===== src/rtl/cdd_pkg.sv =====
package cdd_pkg;
    localparam int          CHAR_W        = 10;
    localparam int          BYTE_W        = 8;
    localparam logic        RD_RESET      = 1'h0;
    localparam logic [7:0]  CODE_C1_7     = 8'he1;
    localparam logic [7:0]  CODE_C2_7     = 8'he2;
    localparam logic [7:0]  BYTE_K28_5    = 8'hbc;
    localparam logic [4:0]  X_K28         = 5'h1c;
    localparam logic [5:0]  SIX_K28_NEG   = 6'h0f;
    localparam logic [5:0]  SIX_POS_TIE   = 6'h07;
    localparam logic [5:0]  SIX_NEG_TIE   = 6'h38;
    localparam logic [3:0]  FOUR_POS_TIE  = 4'h3;
    localparam logic [3:0]  FOUR_NEG_TIE  = 4'hc;
    localparam logic [3:0]  ALT7_NEG      = 4'h7;
    localparam logic [31:0] ALT_NEG_MASK  = 32'h00160000;
    localparam logic [31:0] ALT_POS_MASK  = 32'h00006800;
    localparam logic [31:0] K_SEVEN_MASK  = 32'h68800000;
    localparam logic [6:0]  COMMA_NEG     = 7'h1f;
    localparam logic [6:0]  COMMA_POS     = 7'h60;
    localparam logic [3:0]  OFFSET_RESET  = 4'h0;

    // abcdei for the negative column, a in the msb
    localparam logic [5:0] ENC6_NEG [0:31] = '{
        6'h27, 6'h1d, 6'h2d, 6'h31, 6'h35, 6'h29, 6'h19, 6'h38,
        6'h39, 6'h25, 6'h15, 6'h34, 6'h0d, 6'h2c, 6'h1c, 6'h17,
        6'h1b, 6'h23, 6'h13, 6'h32, 6'h0b, 6'h2a, 6'h1a, 6'h3a,
        6'h33, 6'h26, 6'h16, 6'h36, 6'h0e, 6'h2e, 6'h1e, 6'h2b
    };
    // fghj for the negative column, f in the msb
    localparam logic [3:0] ENC4_NEG [0:7] = '{
        4'hb, 4'h9, 4'h5, 4'hc, 4'hd, 4'ha, 4'h6, 4'he
    };

    typedef struct packed {
        logic             valid;
        logic             special_char_select;
        logic [BYTE_W-1:0] data;
    } cdd_tx_in_t;

    typedef struct packed {
        logic             valid;
        logic             special;
        logic             violation;
        logic [BYTE_W-1:0] data;
    } cdd_rx_out_t;
endpackage : cdd_pkg


===== src/rtl/cdd_codec.sv =====
`timescale 1ns/1ps
`default_nettype none
module cdd_codec #(
    parameter int W = cdd_pkg::CHAR_W
) (
    input  wire logic                sys_clk,
    input  wire logic                reset_n,
    input  wire logic                clk_en,
    input  wire cdd_pkg::cdd_tx_in_t tx_in,
    output logic [W-1:0]             tx_char_q,
    output logic                     tx_char_valid_q,
    output logic                     tx_special_invalid_q,
    input  wire logic                rx_align_en,
    input  wire logic [W-1:0]        rx_word_in,
    output cdd_pkg::cdd_rx_out_t     rx_out_q,
    output logic                     rx_locked
);
    ////////////////////////////////////////////////////////////////////////////
    // sub-block disparity
    function automatic logic rd_six(input logic rd, input logic [5:0] s);
        if ($countones(s) > 3 || s == cdd_pkg::SIX_POS_TIE) begin
            return 1'b1;
        end else if ($countones(s) < 3 || s == cdd_pkg::SIX_NEG_TIE) begin
            return 1'b0;
        end
        return rd;
    endfunction : rd_six

    function automatic logic rd_four(input logic rd, input logic [3:0] f);
        if ($countones(f) > 2 || f == cdd_pkg::FOUR_POS_TIE) begin
            return 1'b1;
        end else if ($countones(f) < 2 || f == cdd_pkg::FOUR_NEG_TIE) begin
            return 1'b0;
        end
        return rd;
    endfunction : rd_four

    function automatic logic char_rd(input logic rd, input logic [W-1:0] c);
        return rd_four(rd_six(rd, c[9:4]), c[3:0]);
    endfunction : char_rd

    ////////////////////////////////////////////////////////////////////////////
    // encoding
    function automatic logic [5:0] enc6(input logic [4:0] x, input logic k, input logic rd);
        logic [5:0] b;
        b = (k && x == cdd_pkg::X_K28) ? cdd_pkg::SIX_K28_NEG : cdd_pkg::ENC6_NEG[x];
        if (rd && ($countones(b) != 3 || b == cdd_pkg::SIX_NEG_TIE)) begin
            return ~b;
        end
        return b;
    endfunction : enc6

    function automatic logic [3:0] enc4(input logic [2:0] y, input logic k,
                                        input logic [4:0] x, input logic rd);
        logic       alt;
        logic [3:0] b;
        alt = (y == 3'h7) && (k || (!rd && cdd_pkg::ALT_NEG_MASK[x]) ||
                              (rd && cdd_pkg::ALT_POS_MASK[x]));
        b = alt ? cdd_pkg::ALT7_NEG : cdd_pkg::ENC4_NEG[y];
        if (k) begin
            return (rd ^ ($countones(b) == 2 && b != cdd_pkg::FOUR_NEG_TIE)) ? ~b : b;
        end else if (rd && ($countones(b) != 2 || b == cdd_pkg::FOUR_NEG_TIE)) begin
            return ~b;
        end
        return b;
    endfunction : enc4

    function automatic logic [W-1:0] encode(input logic [7:0] byte_in, input logic k,
                                            input logic rd);
        logic [5:0] six;
        six = enc6(byte_in[4:0], k, rd);
        return {six, enc4(byte_in[7:5], k, byte_in[4:0], rd_six(rd, six))};
    endfunction : encode

    function automatic logic k_legal(input logic [7:0] b);
        return b[4:0] == cdd_pkg::X_K28 || (b[7:5] == 3'h7 && cdd_pkg::K_SEVEN_MASK[b[4:0]]);
    endfunction : k_legal

    ////////////////////////////////////////////////////////////////////////////
    // transmit
    logic       tx_rd_q;
    logic       tx_rd_use;
    logic [7:0] tx_byte;
    logic       tx_k;
    logic       tx_bad;
    logic [W-1:0] tx_code;

    always_comb begin
        tx_rd_use = tx_rd_q;
        tx_byte   = tx_in.data;
        tx_k      = tx_in.special_char_select;
        tx_bad    = 1'b0;
        if (tx_k) begin
            if (tx_in.data == cdd_pkg::CODE_C1_7) begin
                tx_byte   = cdd_pkg::BYTE_K28_5;
                tx_rd_use = 1'b0;
            end else if (tx_in.data == cdd_pkg::CODE_C2_7) begin
                tx_byte   = cdd_pkg::BYTE_K28_5;
                tx_rd_use = 1'b1;
            end else if (!k_legal(tx_in.data)) begin
                tx_byte   = cdd_pkg::BYTE_K28_5;
                tx_bad    = 1'b1;
            end
        end
        tx_code = encode(tx_byte, tx_k, tx_rd_use);
    end

    always_ff @(posedge sys_clk or negedge reset_n) begin
        if (!reset_n) begin
            tx_rd_q              <= cdd_pkg::RD_RESET;
            tx_char_q            <= '0;
            tx_char_valid_q      <= 1'b0;
            tx_special_invalid_q <= 1'b0;
        end else if (clk_en) begin
            tx_char_valid_q      <= tx_in.valid;
            tx_special_invalid_q <= tx_in.valid & tx_bad;
            if (tx_in.valid) begin
                tx_char_q <= tx_code;
                tx_rd_q   <= char_rd(tx_rd_use, tx_code);
            end
        end
    end

    ////////////////////////////////////////////////////////////////////////////
    // receive alignment
    logic [W-1:0] rx_char;
    logic         rx_char_v;

    cdd_align #(
        .W (W)
    ) u_align (
        .sys_clk      (sys_clk),
        .reset_n      (reset_n),
        .clk_en       (clk_en),
        .align_en     (rx_align_en),
        .word_in      (rx_word_in),
        .char_q       (rx_char),
        .char_valid_q (rx_char_v),
        .locked_q     (rx_locked)
    );

    ////////////////////////////////////////////////////////////////////////////
    // receive decode and check
    logic         rx_rd_q;
    logic         rx_rd_prev_q;
    logic [W-1:0] rx_char_q;
    logic [4:0]   dx;
    logic [2:0]   dy;
    logic         dk;
    logic         hit;

    always_comb begin
        dx  = '0;
        dy  = '0;
        dk  = 1'b0;
        hit = 1'b0;
        for (int i = 0; i < 32; i++) begin
            if (enc6(5'(i), 1'b0, 1'b0) == rx_char[9:4] ||
                enc6(5'(i), 1'b0, 1'b1) == rx_char[9:4]) begin
                dx = 5'(i);
            end
        end
        if (rx_char[9:4] == cdd_pkg::SIX_K28_NEG || rx_char[9:4] == ~cdd_pkg::SIX_K28_NEG) begin
            dx = cdd_pkg::X_K28;
        end
        for (int j = 0; j < 8; j++) begin
            for (int kk = 0; kk < 2; kk++) begin
                if ((kk == 0 || k_legal({3'(j), dx})) &&
                    encode({3'(j), dx}, 1'(kk), rx_rd_q) == rx_char) begin
                    hit = 1'b1;
                    dy  = 3'(j);
                    dk  = 1'(kk);
                end
            end
        end
    end

    always_ff @(posedge sys_clk or negedge reset_n) begin
        if (!reset_n) begin
            rx_rd_q      <= cdd_pkg::RD_RESET;
            rx_rd_prev_q <= cdd_pkg::RD_RESET;
            rx_char_q    <= '0;
            rx_out_q     <= '0;
        end else if (clk_en) begin
            rx_out_q.valid <= rx_char_v;
            if (rx_char_v) begin
                rx_rd_q            <= char_rd(rx_rd_q, rx_char);
                rx_rd_prev_q       <= rx_rd_q;
                rx_char_q          <= rx_char;
                rx_out_q.special   <= dk;
                rx_out_q.violation <= ~hit;
                rx_out_q.data      <= {dy, dx};
            end
        end
    end
endmodule : cdd_codec
`default_nettype wire


===== src/rtl/cdd_align.sv =====
`timescale 1ns/1ps
`default_nettype none
module cdd_align #(
    parameter int W = 10
) (
    input  wire logic         sys_clk,
    input  wire logic         reset_n,
    input  wire logic         clk_en,
    input  wire logic         align_en,
    input  wire logic [W-1:0] word_in,
    output logic      [W-1:0] char_q,
    output logic              char_valid_q,
    output logic              locked_q
);
    logic [W-1:0]   sync1_q;
    logic [W-1:0]   sync2_q;
    logic [W-1:0]   prev_q;
    logic [3:0]     off_q;
    logic [2*W-1:0] win;
    logic           found;
    logic [3:0]     found_off;
    logic [3:0]     off_use;

    ////////////////////////////////////////////////////////////////////////////
    always_ff @(posedge sys_clk or negedge reset_n) begin
        if (!reset_n) begin
            sync1_q <= '0;
            sync2_q <= '0;
            prev_q  <= '0;
        end else if (clk_en) begin
            sync1_q <= word_in;
            sync2_q <= sync1_q;
            prev_q  <= sync2_q;
        end
    end

    ////////////////////////////////////////////////////////////////////////////
    // comma search over every bit offset of the two-word window
    always_comb begin
        win       = {prev_q, sync2_q};
        found     = 1'b0;
        found_off = cdd_pkg::OFFSET_RESET;
        for (int o = W - 1; o >= 0; o--) begin
            if (win[2*W-1-o -: 7] == cdd_pkg::COMMA_NEG ||
                win[2*W-1-o -: 7] == cdd_pkg::COMMA_POS) begin
                found     = 1'b1;
                found_off = 4'(o);
            end
        end
        off_use = (found && align_en) ? found_off : off_q;
    end

    always_ff @(posedge sys_clk or negedge reset_n) begin
        if (!reset_n) begin
            off_q        <= cdd_pkg::OFFSET_RESET;
            locked_q     <= 1'b0;
            char_q       <= '0;
            char_valid_q <= 1'b0;
        end else if (clk_en) begin
            if (found && align_en) begin
                off_q    <= found_off;
                locked_q <= 1'b1;
            end
            char_q       <= win[2*W-1-int'(off_use) -: W];
            char_valid_q <= locked_q | (found & align_en);
        end
    end
endmodule : cdd_align
`default_nettype wire


===== config.mk =====
export PLATFORM = sky130hd
export DESIGN_NAME = cdd_codec
export DESIGN_NICKNAME = d
export VERILOG_FILES = /design/src/rtl/cdd_pkg.sv /design/src/rtl/cdd_codec.sv /design/src/rtl/cdd_align.sv
export SDC_FILE = /design/constraint.sdc
export NUM_CORES = 1
export LEC_CHECK = 0
export BUFFER_PORTS_ARGS = -buffer_cell sky130_fd_sc_hd__buf_2
export CAP_MARGIN = 10
export CELL_PAD_IN_SITES_DETAIL_PLACEMENT = 0
export CELL_PAD_IN_SITES_GLOBAL_PLACEMENT = 1
export CORE_ASPECT_RATIO = 0.9
export CORE_MARGIN = 2
export CORE_UTILIZATION = 52
export CTS_BUF_LIST = sky130_fd_sc_hd__clkbuf_4 sky130_fd_sc_hd__clkbuf_8 sky130_fd_sc_hd__clkbuf_16
export DETAILED_ROUTE_END_ITERATION = 7
export GPL_TIMING_DRIVEN = 0
export PLACE_DENSITY = 0.89
export SLEW_MARGIN = 10
export SYNTH_ARGS = -nofsm -noshare
export SYNTH_HDL_FRONTEND = slang
export SYNTH_HIERARCHICAL = 1
export SYNTH_SLANG_ARGS = --single-unit

===== constraint.sdc =====
create_clock -name sys_clk -period 15.9 [get_ports sys_clk]
set_input_delay 2.385 -clock sys_clk [delete_from_list [all_inputs] [get_ports sys_clk]]
set_output_delay 2.385 -clock sys_clk [all_outputs]
set_load 0.005 [all_outputs]

==> impl_metrics.py <==
metrics = {
    "detailed_routing": {
        "dr_wl_met3_um": 2133,
        "ant_nets": 0,
        "wire_per_inst_um": 18.33,
        "vias_per_cell": 6.407,
        "drt_iter0_drc": 734,
        "drt_pass1_iterations": 6,
        "vias": 9219,
        "highest_layer": "met4",
        "wl_met2_um": 11850,
        "wl_um": 26380,
        "post-route-drc-count": 0,
        "drt-met1-wl_um": 11860,
    },
    "cells_and_area": {
        "areaGrowthSynthToFinish_pct": 9.149,
        "fillCellCount": 1669,
        "final_nets": 1305,
        "drive_gt1_frac": 0.1626,
        "register_area_mm2": 0.001777,
        "antennaDiodeCount": 0,
        "multi_input_area_mm2": 0.006943,
    },
    "clocking": {
        "clk-insertion-delay-late_ns": 0.34,
        "clockBufferDepth": 2,
        "root_buffer": "clkbuf_16",
        "cts.sink_count": 71,
        "cts_max_level": 3,
        "cts_buffers": 9,
        "post_cts_buffers": 0,
        "clkTransAtPathRegs_ns": 0.06,
        "cts_tree": "built",
        "hold_buffers": 0,
        "post_cts_resized": 0,
    },
    "global_route": {
        "overflow": 0,
        "grt_antenna_before_repair": 0,
        "grt_start_max_net_pins": 50,
        "grt_pass1_wl_um": 44060,
        "gr-usage-all-layers": 0.2726,
        "grt_pass1_vias": 8693,
    },
    "floorplanning": {
        "io_pins": 48,
        "rows": 46,
        "initial_utilization": 0.5330,
        "die_area_mm2": 0.01927,
        "core_mm2": 0.01773,
        "die_w_um": 146.1,
        "die_h_um": 131.9,
    },
    "yosys": {
        "yosysWarnings": 6,
        "ys_seq_area_frac": 0.1880,
        "ys_async_sr_fraction": 1.000,
        "synth_area_mm2": 0.009449,
        "ys_seq_elements": 71,
        "ys.flop_type": "dfrtp_1",
        "synth_cells": 1137,
        "syn_avg_cell_area_um2": 8.311,
        "synth-edff-count": 0,
        "synth_cell_types": 114,
        "syn_nets": 1248,
    },
    "timing": {
        "holdWs_ns": 0.4828,
        "tightest_slew_ns": 0.9808,
        "slew_headroom": 0.3405,
        "setup_viol": 0,
        "final.setup.tns_ns": 0,
        "fin_skew_ns": 0.009739,
        "timing.fmax_mhz": 67.52,
        "rsz0062_at_grt": "no",
        "hold_violations": 0,
        "min_period_ns": 14.81,
        "post-route-period-util": 0.9315,
        "final-max-slew-violation-count": 0,
    },
    "placement": {
        "globalplace.congestion": 0.9421,
        "io_buffers": 45,
        "dpl.hpwl_um": 20350,
    },
    "worst_setup_path": {
        "path_max_fanout": 9,
        "required_ns": 16.16,
        "cpMaxStageDelayCell": "o31ai_1",
        "worstSetupPathType": "input pin to flop",
        "end_kind": "flop",
        "start_kind": "input pin",
        "r2r_cells": 37,
        "worst_path_largest_cell_delay_ns": 0.82,
        "arrival_ns": 15.07,
        "cp_common_cell": "ha_1",
    },
    "run_status": {
        "outcome": "finished, final reports clean",
    },
    "worst_hold_path": {
        "whs_path_depth": 2,
        "hold_path.class": "flop to flop",
    },
    "flow_run": {
        "max_cap_viol_count": 0,
    },
}
synthesized netlist by cell type (all sizes together), types with 12 or more instances:
| cell type | n | share of area |
|---|---|---|
| nand3 | 52 | 0.028 |
| a21oi | 48 | 0.026 |
| nor3 | 40 | 0.023 |
| nor2 | 65 | 0.027 |
| clkbuf | 41 | 0.016 |
| mux2 | 43 | 0.052 |
| a21o | 12 | 0.0095 |
| o211ai | 15 | 0.013 |
| ha | 68 | 0.090 |
| xnor2 | 16 | 0.015 |
| inv | 75 | 0.030 |
| a31oi | 25 | 0.017 |
| mux2i | 27 | 0.029 |
| o31ai | 13 | 0.012 |
| and3 | 22 | 0.015 |
| mux4 | 12 | 0.029 |
| buf | 34 | 0.029 |
| dfrtp | 71 | 0.19 |
| nand2 | 110 | 0.044 |
| fa | 19 | 0.040 |
| o21ai | 61 | 0.032 |
| nor2b | 20 | 0.013 |
routing by layer:
metal | vias to the layer above | global-route usage
li1 | 4366 | -
met1 | 4333 | 0.3944
met2 | 471 | 0.4303
met3 | 49 | 0.03495
met4 | 0 | 0.07605
met5 | - | 0
per-stage QoR:
stage	utilization	cell area, um2	cells	setup slack [ns]
after floorplan	-	9449	1137	2.497
after global placement	0.5627	9975	1422	0.9833
after detailed placement	0.5644	10000	1423	0.7574
after CTS	0.5818	10310	1439	1.080
after global routing	0.5818	10310	1439	0.2225
final	0.5818	10310	1439	1.089
cells by family after synthesis:
group,Yosys count,synth area share
buffers and inverters,155,0.07719
AND/OR/NAND/NOR,418,0.2406
XOR/XNOR,25,0.02463
flip-flops,71,0.1880
multiplexers,82,0.1096
AO/OA/AOI/OAI,299,0.2296
adder cells (fa/ha/maj),87,0.1303
registers in the layout (all words and copies together) (netlist names):
name and flops:
rx_rd_q 1, tx_special_invalid_q 1, u_align/prev_q 10, u_align/locked_q 1, tx_char_valid_q 1, u_align/char_valid_q 1
tx_char_q 10, tx_rd_q 1, u_align/sync1_q 10, u_align/char_q 10, rx_out_q 11, u_align/sync2_q 10
u_align/off_q 4
area by class of cell:
class | count | area share
sequential | 71 | 0.1723
tap | 240 | 0.02912
inverter | 80 | 0.02948
multi-input combinational | 911 | 0.6732
clock buffer | 12 | 0.02463
buffer | 75 | 0.04125
clock inverter | 4 | 0.005338
timing repair buffer | 46 | 0.02475
worst max-delay path, delay by kind of cell:
kind	cells	cell delay, ns
adder cells (fa/ha/maj)	17	5.77
AO/OA/AOI/OAI	15	3.94
AND/OR/NAND/NOR	9	0.97
multiplexers	2	0.31
buffers and inverters	10	1.05
XOR/XNOR	2	0.63
layout by cell type (no fill, tap or decap), types with 8 or more instances in the layout:
| cell type | count |
|---|---|
| clkbuf_1 | 40 |
| a211oi_1 | 9 |
| a21oi_1 | 46 |
| o211ai_1 | 13 |
| clkbuf_16 | 9 |
| xnor2_1 | 16 |
| inv_1 | 73 |
| nor3_1 | 38 |
| xor2_1 | 8 |
| fa_1 | 19 |
| a21o_1 | 12 |
| nor4_1 | 11 |
| o31ai_1 | 12 |
| buf_2 | 59 |
| mux2_2 | 40 |
| nand3b_1 | 9 |
| o21a_1 | 8 |
| nand3_1 | 52 |
| ha_1 | 68 |
| mux4_2 | 12 |
| buf_6 | 12 |
| nand2_1 | 109 |
| a31oi_1 | 25 |
| mux2i_1 | 26 |
| o21ai_0 | 55 |
| and3_1 | 21 |
| or3_1 | 11 |
| nand4_1 | 11 |
| dfrtp_1 | 71 |
| nor2b_1 | 20 |
| nor2_1 | 63 |
path summary, 6_finish.rpt:
check | to | slack [ns] | start
worst max-delay path | tx_rd_q$_DFFE_PN0P_ | 1.09 | tx_in[0]
worst min-delay path | rx_out_q[8]$_DFFE_PN0P_ | 0.48 | rx_out_q[8]$_DFFE_PN0P_
worst max register to register | rx_out_q[8]$_DFFE_PN0P_ | 5.47 | u_align/char_q[4]$_DFFE_PN0P_
worst min register to register | rx_out_q[8]$_DFFE_PN0P_ | 0.48 | rx_out_q[8]$_DFFE_PN0P_
max in group asynchronous | rx_out_q[6]$_DFFE_PN0P_ | 13.41 | reset_n
min in group asynchronous | u_align/sync1_q[9]$_DFFE_PN0P_ | 1.94 | reset_n
Power is left out: the tool's default activity adds up to more than one toggle a clock period on the data nets, which glitch-free logic cannot reach.
